**config.mk**
```make
export PLATFORM = sky130hd
export DESIGN_NAME = hvp_protect
export DESIGN_NICKNAME = d
export VERILOG_FILES = /design/src/rtl/hvp_pkg.sv /design/src/rtl/hvp_protect.sv
export SDC_FILE = /design/constraint.sdc
export NUM_CORES = 1
export LEC_CHECK = 0
export ABC_CLOCK_PERIOD_IN_PS = 1800
export BUFFER_PORTS_ARGS = -buffer_cell sky130_fd_sc_hd__buf_2
export CAP_MARGIN = 10
export CORE_ASPECT_RATIO = 0.8
export CORE_MARGIN = 3
export CORE_UTILIZATION = 54
export DETAILED_ROUTE_END_ITERATION = 7
export GPL_TIMING_DRIVEN = 0
export MAX_ROUTING_LAYER = met4
export PLACE_DENSITY = 0.73
export REMOVE_ABC_BUFFERS = 1
export SLEW_MARGIN = 25
export SYNTH_ARGS = -nofsm -noshare
export SYNTH_HDL_FRONTEND = slang
export SYNTH_SLANG_ARGS = --single-unit
```
**constraint.sdc**
```tcl
create_clock -name clk -period 1.8 [get_ports clk]
set_clock_uncertainty 0.15 [all_clocks]
set_input_delay 0.36 -clock clk [delete_from_list [all_inputs] [get_ports clk]]
set_output_delay 0.36 -clock clk [all_outputs]
set_load 0.02 [all_outputs]
```
**src/rtl/hvp_pkg.sv**
```systemverilog
// package: constants and state layout for high-voltage pin protection
package hvp_pkg;

  // ------------------------------------------------------------------
  // clock and timing
  // ------------------------------------------------------------------
  localparam int unsigned CLK_MHZ        = 125;
  localparam int unsigned LIN_SHORT_US   = 20;
  localparam int unsigned AUX_SHORT_US   = 20;
  localparam int unsigned WAKE_SHORT_US  = 400;
  localparam int unsigned WAKE_TO_MS     = 1300;
  localparam int unsigned LIN_SHORT_CYC  = LIN_SHORT_US * CLK_MHZ;
  localparam int unsigned AUX_SHORT_CYC  = AUX_SHORT_US * CLK_MHZ;
  localparam int unsigned WAKE_SHORT_CYC = WAKE_SHORT_US * CLK_MHZ;
  localparam int unsigned WAKE_TO_CYC    = WAKE_TO_MS * CLK_MHZ * 1000;

  // ------------------------------------------------------------------
  // channels: index equals short flag position in the monitor
  // ------------------------------------------------------------------
  localparam int unsigned CH_WAKE = 0;
  localparam int unsigned CH_AUX  = 1;
  localparam int unsigned CH_LIN  = 2;
  localparam int unsigned NCH     = 3;
  localparam int unsigned SH_THRM = 3;

  // ------------------------------------------------------------------
  // hv_config_one fields
  // ------------------------------------------------------------------
  localparam int unsigned CFG_PULLUP  = 0;
  localparam int unsigned CFG_TO_DIS  = 1;
  localparam int unsigned CFG_PASSIVE = 2;
  localparam int unsigned CFG_REEN    = 3;
  localparam int unsigned CFG_RDBK    = 4;

  // ------------------------------------------------------------------
  // indirect commands and reset values
  // ------------------------------------------------------------------
  localparam logic [7:0] CMD_RD_MON  = 8'h01;
  localparam logic [7:0] CMD_RD_CFG1 = 8'h02;
  localparam logic [7:0] CMD_WR_CFG1 = 8'h03;
  localparam logic [7:0] MON_RST     = 8'h00;
  localparam logic [7:0] CFG1_RST    = 8'h00;

  // synchronised pin-side inputs
  typedef struct packed {
    logic       lowv;
    logic       buf_en;
    logic       aux_lvl;
    logic       wake_lvl;
  } hvp_rdbk_s;

  typedef struct packed {
    logic [7:0]             cfg;
    logic                   reen;
    logic [NCH-1:0]         drv_en;
    logic [NCH-1:0]         sc_flag;
    logic                   ovt;
    logic                   pend;
    logic [7:0]             mon;
    logic [7:0]             dat;
    logic [3:0]             sh_s1;
    logic [3:0]             sh_s2;
    hvp_rdbk_s              rb_s1;
    hvp_rdbk_s              rb_s2;
    logic [31:0]            to_cnt;
    logic                   to_done;
    logic [NCH-1:0][31:0]   sc_cnt;
  } hvp_state_s;

  localparam hvp_state_s ST_RST = '{drv_en: 3'h7, cfg: CFG1_RST,
                                    mon: MON_RST, default: '0};

endpackage

```
**src/rtl/hvp_protect.sv**
```systemverilog
// module: short-circuit protection, wake timeout and monitor for hv pins
`timescale 1ns/1ps
// Notes on behaviour
// - writing re-enable restores pins disabled by shorts (20 us, 400 us wake)
// - after a thermal disable, re-enable restores wake and aux pins
// - short interrupt stays pending until software writes re-enable
// - re-enable bit clears itself one cycle after the write
// - passive mode: short flags and interrupts, lin and aux drivers stay enabled (wake still disables)
// - active mode: short flags, interrupts, disables pin until re-enable
// - interrupt line only reaches processor with enable bit 16 set
// - wake drive drops 1.3 s after assert unless timeout disabled
// - open-circuit bit connects wake pull-up; clearing removes it
// - monitor is 8 bits, read-only, resets to zero, shows live state
// - monitor read only via indirect command then indirect data
// - monitor bit 2 lin short, bit 1 aux short, cleared by re-enable
module hvp_protect #(
  parameter int unsigned WAKE_SHORT_CYC = hvp_pkg::WAKE_SHORT_CYC,
  parameter int unsigned WAKE_TO_CYC    = hvp_pkg::WAKE_TO_CYC
) (
  input  wire logic       clk,
  input  wire logic       rst,
  input  wire logic       cmd_wr,
  input  wire logic [7:0] cmd_code,
  input  wire logic       dat_wr,
  input  wire logic [7:0] dat_wdata,
  output logic      [7:0] hv_indirect_data,
  input  wire logic       irq_en_hv,
  output logic            hv_irq_line,
  input  wire logic       wake_req,
  input  wire logic       lin_short_raw,
  input  wire logic       aux_short_raw,
  input  wire logic       wake_short_raw,
  input  wire logic       thermal_raw,
  input  wire logic       wake_pin_lvl,
  input  wire logic       aux_pin_lvl,
  input  wire logic       buf_en_raw,
  input  wire logic       lowv_raw,
  output logic            lin_drv_en,
  output logic            aux_drv_en,
  output logic            wake_drv_en,
  output logic            wake_drive,
  output logic            wake_pullup_en,
  output logic      [7:0] hv_config_one
);

  // ------------------------------------------------------------------
  // state
  // ------------------------------------------------------------------
  hvp_pkg::hvp_state_s st_q;
  hvp_pkg::hvp_state_s st_d;
  logic [hvp_pkg::NCH-1:0]       det;
  logic [hvp_pkg::NCH-1:0][31:0] lim;
  logic                          passive;

  // per-channel persistence limits; wake needs a much longer short
  assign lim[hvp_pkg::CH_WAKE] = 32'(WAKE_SHORT_CYC);
  assign lim[hvp_pkg::CH_AUX]  = 32'(hvp_pkg::AUX_SHORT_CYC);
  assign lim[hvp_pkg::CH_LIN]  = 32'(hvp_pkg::LIN_SHORT_CYC);
  assign passive = st_q.cfg[hvp_pkg::CFG_PASSIVE];

  // ------------------------------------------------------------------
  // next state
  // ------------------------------------------------------------------
  always_comb begin
    st_d = st_q;
    det  = '0;
    // two-flop synchronisers; stage one feeds only stage two
    st_d.sh_s1 = {thermal_raw, lin_short_raw, aux_short_raw,
                  wake_short_raw};
    st_d.sh_s2 = st_q.sh_s1;
    st_d.rb_s1 = '{lowv: lowv_raw, buf_en: buf_en_raw,
                   aux_lvl: aux_pin_lvl, wake_lvl: wake_pin_lvl};
    st_d.rb_s2 = st_q.rb_s1;

    st_d.reen = 1'b0;

    // indirect access; a command beats a data write in the same cycle
    // monitor only reachable through command plus data register
    if (cmd_wr) begin
      unique case (cmd_code)
        hvp_pkg::CMD_RD_MON:  st_d.dat = st_q.mon;
        hvp_pkg::CMD_RD_CFG1: st_d.dat = st_q.cfg;
        hvp_pkg::CMD_WR_CFG1: begin
          st_d.cfg = st_q.dat;
          st_d.cfg[hvp_pkg::CFG_REEN] = 1'b0;
          // a zero here leaves pins, flags and pending alone
          st_d.reen = st_q.dat[hvp_pkg::CFG_REEN];
        end
        // unknown codes leave the data register alone
        default: st_d.dat = st_q.dat;
      endcase
    end else if (dat_wr) begin
      st_d.dat = dat_wdata;
    end

    // thermal disables cleared the same way
    if (st_q.reen) begin
      st_d.drv_en  = '1;
      st_d.sc_flag = '0;
      st_d.ovt     = 1'b0;
      st_d.pend    = 1'b0;
    end

    // persistence counters; detection set wins over a same-cycle clear
    // the count parks at its limit, so one short gives one detection
    for (int i = 0; i < hvp_pkg::NCH; i++) begin
      if (!st_q.sh_s2[i]) begin
        st_d.sc_cnt[i] = '0;
      end else if (st_q.sc_cnt[i] != lim[i]) begin
        st_d.sc_cnt[i] = st_q.sc_cnt[i] + 32'h1;
        det[i] = (st_q.sc_cnt[i] == lim[i] - 32'h1);
      end
      if (det[i]) begin
        st_d.sc_flag[i] = 1'b1;
        st_d.pend = 1'b1;
        // passive lin/aux keep driver; wake always disables
        // active mode disables the shorted driver
        if (i == hvp_pkg::CH_WAKE || !passive) begin
          st_d.drv_en[i] = 1'b0;
        end
      end
    end

    // thermal shutdown holds wake and aux off until a re-enable after it ends
    // heat raises no pending interrupt; only shorts do
    if (st_q.sh_s2[hvp_pkg::SH_THRM]) begin
      st_d.ovt = 1'b1;
      st_d.drv_en[hvp_pkg::CH_WAKE] = 1'b0;
      st_d.drv_en[hvp_pkg::CH_AUX]  = 1'b0;
    end

    // wake timeout; counter frozen while timeout is disabled
    // limitation: a disable set mid-count only pauses the count
    if (!wake_req) begin
      st_d.to_cnt  = '0;
      st_d.to_done = 1'b0;
    end else if (!st_q.to_done && !st_q.cfg[hvp_pkg::CFG_TO_DIS]) begin
      st_d.to_cnt  = st_q.to_cnt + 32'h1;
      st_d.to_done = (st_q.to_cnt == 32'(WAKE_TO_CYC) - 32'h1);
    end

    // live monitor snapshot, wake and aux pin levels gated by cfg bit 4
    // lags the flags by one cycle, so a read never sees half an update
    st_d.mon = {st_q.rb_s2.wake_lvl & st_q.cfg[hvp_pkg::CFG_RDBK],
                st_q.ovt,
                st_q.rb_s2.aux_lvl & st_q.cfg[hvp_pkg::CFG_RDBK],
                st_q.rb_s2.buf_en,
                st_q.rb_s2.lowv,
                st_q.sc_flag};
  end

  // ------------------------------------------------------------------
  // registers
  // ------------------------------------------------------------------
  // synchronous reset to the package reset image
  always_ff @(posedge clk) begin
    if (rst) begin
      st_q <= hvp_pkg::ST_RST;
    end else begin
      st_q <= st_d;
    end
  end

  // ------------------------------------------------------------------
  // outputs
  // ------------------------------------------------------------------
  // interrupt gated by enable bit 16
  assign hv_irq_line      = st_q.pend & irq_en_hv;
  // driver enables straight from flops, so the pins never glitch
  assign lin_drv_en       = st_q.drv_en[hvp_pkg::CH_LIN];
  assign aux_drv_en       = st_q.drv_en[hvp_pkg::CH_AUX];
  assign wake_drv_en      = st_q.drv_en[hvp_pkg::CH_WAKE];
  // wake drive also needs the driver alive; timeout is the monoflop
  assign wake_drive       = wake_req & ~st_q.to_done &
                            st_q.drv_en[hvp_pkg::CH_WAKE];
  // pull-up follows the open-circuit diagnostic bit
  assign wake_pullup_en   = st_q.cfg[hvp_pkg::CFG_PULLUP];
  assign hv_indirect_data = st_q.dat;
  assign hv_config_one    = st_q.cfg;
endmodule

```
==> out/metrics.cfg, run 1 <==
[layout]
nets=1025
multi_input_comb_area_mm2=0.004772
fin_util=0.7253
drive_above_1_share=0.2997
fillers=950
finalNonFillerCells=1181
syn2layout_area_growth_pct=27.97
antenna_cells=0
fin_area_mm2=0.01007
regArea_mm2=0.003674

[yosys]
synth_top_area_frac=0.4503
synth_area_leaders=dfxtp_1, xnor2_1, nor2_1, xor2_1, nor4_1
synth_seq_cells=177
synth_flop_cell=dfxtp_1
synthArstFlopShare=0
syn-cell-area_mm2=0.007869
ys_types=46
avgSynthCellArea_um2=8.647
synth_edf_count=0
seq_area_frac_synth=0.4503
synth_largest_area_cell=dfxtp_1
syn-instance-count=910
yosys_warnings=0

[job]
cap_viol_max_count=0

[min_path]
whs_path_depth=2
hp-start=aux_pin_lvl
holdPathEnd=st_d[130]
hp-class=in -> reg

[floorplanning]
start_util=0.5668
rows=38
core_area_mm2=0.01388
die-width_um=141.0
die-area_mm2=0.01607
io_pins=52
die_h_um=114.0

[timing]
slew_headroom=0.4750
hold_violations=0
setup_viol=29
rsz0062_at_grt=yes
slew_viol_final=0
final.period_utilization=1.118
tns_ps=-1991
worst_slew_pin_slew_ps=785.6
fmax_mhz=496.7
min_period_ps=2013
setup_slack_ps=-213.2

[route]
drt_iter0_drc=506
first_pass_iters=5
ant_nets=0
drc=0
wl_per_cell_um=15.93
top_layer_used=met4
viasPerCell=5.737
wl_met1_mm=8.379
wl_met3_um=839
drt-total-wl_mm=18.81
route.met2.wl_mm=9.229
vias=6775

[status]
status=finished, violations left
violations=negative setup slack

[setup_path]
path_cells=nor4_2, nand4_1, nor3_4, mux2i_1, nor2_1
criticalPathCategory=reg -> reg
cp_slowest_stage_delay_ps=450
reg2reg_slack_ps=-210
end_kind=flop
ff2ff_path_depth=5
crit_slowest_cell=nor4_2
start_kind=flop
reg2reg_from=st_q[78]
cp.arrival_ps=2160
required_ps=1950
cp_max_fo=7
reg2reg_to=st_q[65]

[clock_tree]
cts.sinks=177
cts-root-buf=clkbuf_16
clk_pin_slew_worst_paths_ps=70
cts_tree=built
clk_path_buf_depth=2
worstSkewPairLatency_ps=420
htreeDepth=4
numCtsBuffers=17

[placed_design]
place_inst=1093
pre_cts_slack_ps=-990.8
placed_area_mm2=0.008100
gp_congestion=0.7861
post-dp-hpwl_mm=10.07
port_buffers=50

[global_route]
grt_usage=0.2228
antenna_found_initial=0
grt-ovfl-total=0
grt_max_degree=42
grt_pass1_vias=6130
grt_pass1_wl_mm=28.92

[pwr]
p_per_area_mw_per_mm2=776.2
ir_drop_mv=0.9938
p_leak_nw=3.804

cell families (layout without fill, tap and decap cells):
group / count (synthesis) / count (layout) / share of synthesized area
multiplexers: 17 / 17 / 0.02162
adder cells (fa/ha/maj): 7 / 7 / 0.01113
XOR/XNOR: 103 / 103 / 0.1146
flip-flops: 177 / 177 / 0.4503
AND/OR/NAND/NOR: 468 / 469 / 0.3109
other: 1 / 1 / 0.0004766
AO/OA/AOI/OAI: 67 / 67 / 0.04866
buffers and inverters: 70 / 160 / 0.04230
synthesized netlist by cell type, types with 2 or more instances:
master    instances
a21o_1            2
a21oi_1          31
a22o_1            7
a31oi_1           2
and2_1           15
and3_1           18
and4_1           13
buf_1             2
buf_2             2
buf_4            16
clkbuf_1         26
dfxtp_1         177
ha_1              7
inv_1            23
mux2i_1          17
nand2_1          59
nand3_1          46
nand4_1          31
nand4b_1          2
nor2_1          138
nor2b_1          29
nor3_1           34
nor3b_1           3
nor4_1           37
nor4b_1           8
o211ai_1          2
o21ai_0          20
or3_1            19
or4_1             6
xnor2_1          67
xor2_1           36
critical path, delay by kind of cell (launching register included):
family / cells / cell delay [ps]
simple gates: 4 / 1130
flops: 1 / 370
mux: 1 / 250
cells in the final DEF, fill, tap and decap left out, types with 14 or more instances in the layout:
cell	netlist	final
a21oi_1	31	27
buf_4	16	44
nor4_4	1	19
xnor2_1	67	66
inv_1	23	22
nor2_1	138	138
dfxtp_2	0	44
dfxtp_1	177	113
or3_1	19	17
and2_1	15	14
nand3_1	46	44
nor2b_1	29	29
xor2_1	36	36
buf_2	2	49
o21ai_0	20	18
mux2i_1	17	17
nand4_1	31	31
nand2_1	59	54
dfxtp_4	0	20
clkbuf_16	0	17
nor3_4	0	14
power breakdown:
part	total, mW	internal [mW]	leakage [nW]	switching, mW
logic	0.195	0.0732	2.05	0.122
registers	3.94	3.92	1.47	0.0205
clock network	3.68	2.13	0.288	1.55
per-layer routing:
layer  vias to the layer above  track usage
met5                         -            -
met4                         0      0.06972
met3                        45      0.04987
met2                       169       0.3453
met1                      3250       0.2928
li1                       3311            -
state kept, by name, summed over array words and instances, names as in the netlist:
signal            count
lin_drv_en            1
hv_config_one         7
st_d                 14
aux_drv_en            1
st_q                145
hv_indirect_data      8
wake_drv_en           1
how the worst max path moves through the flow:
stage	from	end	cells after the start
global placement	rst	st_q[95]	5
CTS	st_q[79]	st_q[94]	6
global route	st_q[69]	st_q[65]	5
finish	st_q[78]	st_q[65]	5
floorplan	hv_config_one[1]	st_q[127]	5
detailed placement	rst	st_q[35]	5
through the flow:
stage               hold slack, ps  power, mW
global placement             266.0      4.238
finish                       10.29      7.816
detailed placement           272.0      4.242
CTS                          6.783      7.874
floorplan                    263.8      4.150
global route                 17.13      8.073
area by class of cell:
type,instances,area share
inverter,23,0.008946
tap,180,0.02237
sequential,177,0.3648
clock inverter,11,0.01292
multi-input combinational,664,0.4739
timing repair buffer,105,0.07132
clock buffer,21,0.04573
timing repair:
action / in CTS / in global routing
setup buffers: 34 / 20
cloned: 1 / 0
pin swaps: 38 / 45
hold buffers: 1 / 0
resized for setup: 92 / 150
endpoints found under the setup margin: 140 / 110
hold endpoints to repair: 1 / 0
No activity file was read; power rests on OpenSTA's default activity.
==> run 2, diff against run 1 <==
--- a/config.mk
+++ b/config.mk
@@ -7,7 +7,7 @@
 export LEC_CHECK = 0
 export ABC_CLOCK_PERIOD_IN_PS = 1800
 export BUFFER_PORTS_ARGS = -buffer_cell sky130_fd_sc_hd__buf_2
-export CAP_MARGIN = 10
+export CAP_MARGIN = 20
 export CORE_ASPECT_RATIO = 0.8
 export CORE_MARGIN = 3
 export CORE_UTILIZATION = 54
@@ -15,7 +15,6 @@
 export GPL_TIMING_DRIVEN = 0
 export MAX_ROUTING_LAYER = met4
 export PLACE_DENSITY = 0.73
-export REMOVE_ABC_BUFFERS = 1
 export SLEW_MARGIN = 25
 export SYNTH_ARGS = -nofsm -noshare
 export SYNTH_HDL_FRONTEND = slang
==> run 2 against run 1 <==
  * The flow still finishes with violations (negative setup slack)
  * Combinational power up 16%
  * Clock power grew 2%
  * Sequential power hardly changed
  * First-iteration DRC count increased by 0.40%
  * Clock-buffer cell count shrank 2
  * Maximum frequency increased by 3.1%
  * Critical path type unchanged
  * Sequential cell count did not move
  * Design area grew 5.1%
  * Cell count grew 4.6%
==> out/metrics.cfg, run 2 (synthesis results as in run 1) <==
[setup_path]
reg2reg_to=st_q[63]
end_kind=flop
criticalPathCategory=reg -> reg
reg2reg_slack_ps=-150
reg2reg_from=st_q[46]
required_ps=1950
ff2ff_path_depth=5
start_kind=flop
cp_max_fo=5
cp.arrival_ps=2100

[pwr]
p_sw_frac=0.2104
ir_drop_mv=0.9271
p_total_mw=7.933
p_leak_nw=4.061
combPwrFrac=0.029
p_per_area_mw_per_mm2=749.6
internal_power_mw=6.264
seqPwrFrac=0.496
pwr-share-clk=0.475
p_switching_mw=1.670

[floorplanning]
core_area_mm2=0.01388
io_pins=52
rows=38
die-area_mm2=0.01607
die_h_um=114.0
die-width_um=141.0
start_util=0.5668

[global_route]
antenna_found_initial=0
grt_max_degree=17
grt-ovfl-total=0
grt_pass1_vias=6111
grt_usage=0.2366
grt_pass1_wl_mm=30.24

[route]
wl_per_cell_um=15.81
drt_iter0_drc=508
vias=6863
ant_nets=0
drc=0
first_pass_iters=5
viasPerCell=5.557
drt-total-wl_mm=19.52

[placed_design]
gp_congestion=0.8286
port_buffers=49
post-dp-hpwl_mm=11.43
place_inst=1139

[layout]
syn2layout_area_growth_pct=34.50
nets=1079
drive_above_1_share=0.3384
final_common_cell=nor2_1
regMostFlops=st_q
finalNonFillerCells=1235
fin_util=0.7623
largest_reg_flops=145
final_cell_mix=nor2_1, dfxtp_1, buf_4, xnor2_1, nand2_1
antenna_cells=0

[min_path]
holdPathEnd=st_d[130]
hp-class=in -> reg
whs_path_depth=2
hp-start=aux_pin_lvl

[timing]
setup_viol=27
hold_violations=0
final.period_utilization=1.085
setup_slack_ps=-153.3
worst_slew_pin_slew_ps=538.4
slew_headroom=0.6398
min_period_ps=1953
tns_ps=-1845
fmax_mhz=512.0
hold_slack_ps=25.44
rsz0062_at_grt=yes
slew_viol_final=0

[clock_tree]
cts.sinks=177
numCtsBuffers=17
htreeDepth=4
clk_path_buf_depth=2
cts-root-buf=clkbuf_16
cts_tree=built
clk_pin_slew_worst_paths_ps=60
worstSkewPairLatency_ps=430

[status]
violations=negative setup slack
status=finished, violations left

[yosys]
syn_nets=947

[job]
cap_viol_max_count=0

==> run 2: worst max-delay path, stage by stage, from the launching register on <==
cell     delay, ps
dfxtp_4        380
nand4_1        150
or4_4          660
nor4_4         290
xnor2_1        150
nor2_1          50
==> run 2: final cells by class <==
type,instances,area [um^2]
plain buffers,43,302.8
clock buffers,19,452.9
clock inverters,13,160.2
fillers,956,3299
inverters,23,86.33
multi-input cells,664,4853
flip-flops and latches,177,3696
well taps,180,225.2
repair buffers,116,807.0
==> run 2: what timing repair did <==
action,CTS,global route
setup endpoints to repair,89,95
endpoints found under the hold margin,3,0
hold buffers,3,0
resized for setup,118,178
setup buffers,33,31
cloned,2,2
pin swaps,33,83
==> run 2: worst max path at each step <==
stage / slack (ps) / start / to
after floorplan: -30 / st_q[79] / st_q[95]
after global placement: -420 / cmd_code[3] / hv_config_one[7]
after detailed placement: -490 / cmd_code[3] / hv_config_one[6]
after CTS: -110 / st_q[46] / st_q[62]
after global routing: -240 / st_q[45] / st_q[62]
final: -150 / st_q[46] / st_q[63]
==> run 2: metal layers <==
layer,GRT usage,routed length [um],up-vias
met5,-,0,-
met4,0.05229,182,0
met3,0.05490,958,20
met2,0.3434,8815,184
met1,0.3380,9563,3262
li1,-,-,3397
==> run 2: metrics by stage <==
| step | cell area, um^2 | setup WS, ps |
|---|---|---|
| 4_1_cts | 9669 | -112.3 |
| 5_1_grt | 10580 | -244.5 |
| 6_report | 10580 | -153.3 |
| 3_3_place_gp | 8361 | -424.4 |
| 3_5_place_dp | 8361 | -488.9 |
| 2_1_floorplan | 7890 | -29.29 |
==> run 2: power by group through the flow <==
stage / clock, mW / sequential, mW / combinational, mW
floorplan: 0 / 4.05 / 0.130
global placement: 0 / 4.06 / 0.213
detailed placement: 0 / 4.06 / 0.215
CTS: 3.83 / 3.96 / 0.223
global route: 4.03 / 3.94 / 0.249
finish: 3.77 / 3.94 / 0.227
==> run 3, diff against run 2 <==
--- a/config.mk
+++ b/config.mk
@@ -11,6 +11,7 @@
 export CORE_ASPECT_RATIO = 0.8
 export CORE_MARGIN = 3
 export CORE_UTILIZATION = 54
+export CTS_BUF_LIST = sky130_fd_sc_hd__clkbuf_16
 export DETAILED_ROUTE_END_ITERATION = 7
 export GPL_TIMING_DRIVEN = 0
 export MAX_ROUTING_LAYER = met4
==> run 3 against run 2 <==
  * The flow still finishes with violations (negative setup slack)
  * Maximum frequency down 0.35%
  * Clock-buffer cell count down 2
  * Critical path depth unchanged
  * Worst hold slack worse by 2.3 ps
  * Via count up 1.2%
  * Sequential cell count unchanged
  * Non-clock buffer count unchanged
  * Clock power down 2%
  * Wire length up 2.4%
  * Die area unchanged
  * Sequential share of layout area down 0.15 points
  * Critical path type unchanged
  * Critical endpoint unchanged
  * Largest power group unchanged
  * Highest routed layer unchanged
==> out/metrics.cfg, run 3 (synthesis results as in run 1) <==
[layout]
regMostFlops=st_q
syn2layout_area_growth_pct=35.03
nets=1079
fillers=931
drive_above_1_share=0.3318
final_common_cell=nor2_1
antenna_cells=0
final_cell_mix=nor2_1, dfxtp_1, buf_4, xnor2_1, nand2_1
largest_reg_flops=145

[yosys]
syn_nets=947

[setup_path]
crit_start=st_q[46]
reg2reg_from=st_q[46]
cp_max_fo=5
criticalPathCategory=reg -> reg
end_kind=flop
cp.arrival_ps=2110
reg2reg_slack_ps=-160
required_ps=1950
start_kind=flop

[pwr]
p_total_mw=7.847
pwr-share-clk=0.469
p_per_area_mw_per_mm2=738.5
p_switching_mw=1.669
combPwrFrac=0.029
p_leak_nw=4.083
ir_drop_mv=0.6920
seqPwrFrac=0.502
p_sw_frac=0.2127
internal_power_mw=6.178

[global_route]
use_met1=0.3294
grt_pass1_vias=6099
grt-ovfl-total=0
grt_pass1_wl_mm=29.71
grt_busiest_layer=met2
antenna_found_initial=0
grt_usage=0.2324
grtUsageMet3=0.05700
globalRouteMet2Util=0.3342
grt_max_degree=17

[route]
first_pass_iters=7
viasPerCell=5.623
drt-total-wl_mm=20.00
drt_iter0_drc=472
drc=0
wl_per_cell_um=16.19
vias=6945
ant_nets=0

[floorplanning]
die-width_um=141.0
start_util=0.5668
rows=38
die-area_mm2=0.01607
io_pins=52
die_h_um=114.0
core_area_mm2=0.01388

[clock_tree]
worstSkewPairLatency_ps=430
clk_path_buf_depth=2
numCtsBuffers=17
htreeDepth=4
cts.sinks=177
cts_tree=built
clk_pin_slew_worst_paths_ps=60
cts-root-buf=clkbuf_16

[timing]
setup_slack_ps=-160.2
slew_viol_final=0
rsz0062_at_grt=yes
min_period_ps=1960
worst_slew_pin_slew_ps=543.2
slew_headroom=0.6365
final.period_utilization=1.089
hold_slack_ps=23.13
hold_violations=0
fmax_mhz=510.1
setup_viol=28

[status]
status=finished, violations left
violations=negative setup slack

[placed_design]
post-dp-hpwl_mm=11.43
pre_cts_slack_ps=-488.9
gp_congestion=0.8286
port_buffers=49

[job]
cap_viol_max_count=0

[min_path]
hp-start=wake_pin_lvl
hp-class=in -> reg

==> run 3: cell count changes in the layout (fill, tap and decap cells not counted), moves of 3 or more <==
cell       delta
nor3_2        +4
nand3_1       -3
nor3_1        -4
clkbuf_16     +3
or3_1         +3
nand3_2       +3
buf_4         -3
clkbuf_8      -3
or3_4         -3
==> run 3: power groups by stage <==
stage               logic (mW)  registers, mW  clock network [mW]
floorplan                0.130           4.05                   0
global placement         0.213           4.06                   0
detailed placement       0.215           4.06                   0
CTS                      0.223           3.96                3.74
global route             0.249           3.94                3.94
finish                   0.226           3.94                3.68
==> run 3: path summary, 6_finish.rpt <==
kind | endpoint | cells past startpoint
worst min-delay path | st_d[129] | 2
worst max-delay path | st_q[63] | 5
worst max register to register | st_q[63] | 5
worst min register to register | st_q[130] | 1
==> run 3: through the flow <==
stage	cells	util	TNS (ps)	cell area (um^2)
after floorplan	910	-	-73.84	7890
after CTS	1203	0.6963	-424.7	9667
final	1235	0.7653	-1328	10630
after global placement	1139	0.6022	-19010	8361
after detailed placement	1139	0.6022	-21240	8361
after global routing	1235	0.7653	-4819	10630
==> run 3: final cells by class <==
class                      count  area (um^2)  area share
multi-input combinational    664         4846      0.4561
sequential                   177         3695      0.3477
timing repair buffer         116        872.1     0.08208
clock buffer                  17        425.4     0.04004
buffer                        43        307.8     0.02897
tap                          180        225.2     0.02120
clock inverter                15        167.7     0.01578
inverter                      23        86.33    0.008125
==> run 3: timing repair <==
item                       CTS  global route
cloned                       1             5
resized for setup          121           169
buffers inserted            31            31
hold endpoints to repair     3             0
hold buffers                 3             0
setup endpoints to repair   89            95
pin swaps                   32            63
==> run 3: worst max-delay path, stage by stage (launching register included) <==
cell	delay (ps)
dfxtp_4	370
nand4_1	200
or4_4	620
nor4_4	290
xnor2_1	150
nor2_1	50
==> run 3: routing by layer <==
layer / wire (um) / vias to the layer above
met4: 329 / 0
met2: 9055 / 219
li1: - / 3410
met5: 0 / -
met1: 9464 / 3280
met3: 1147 / 36
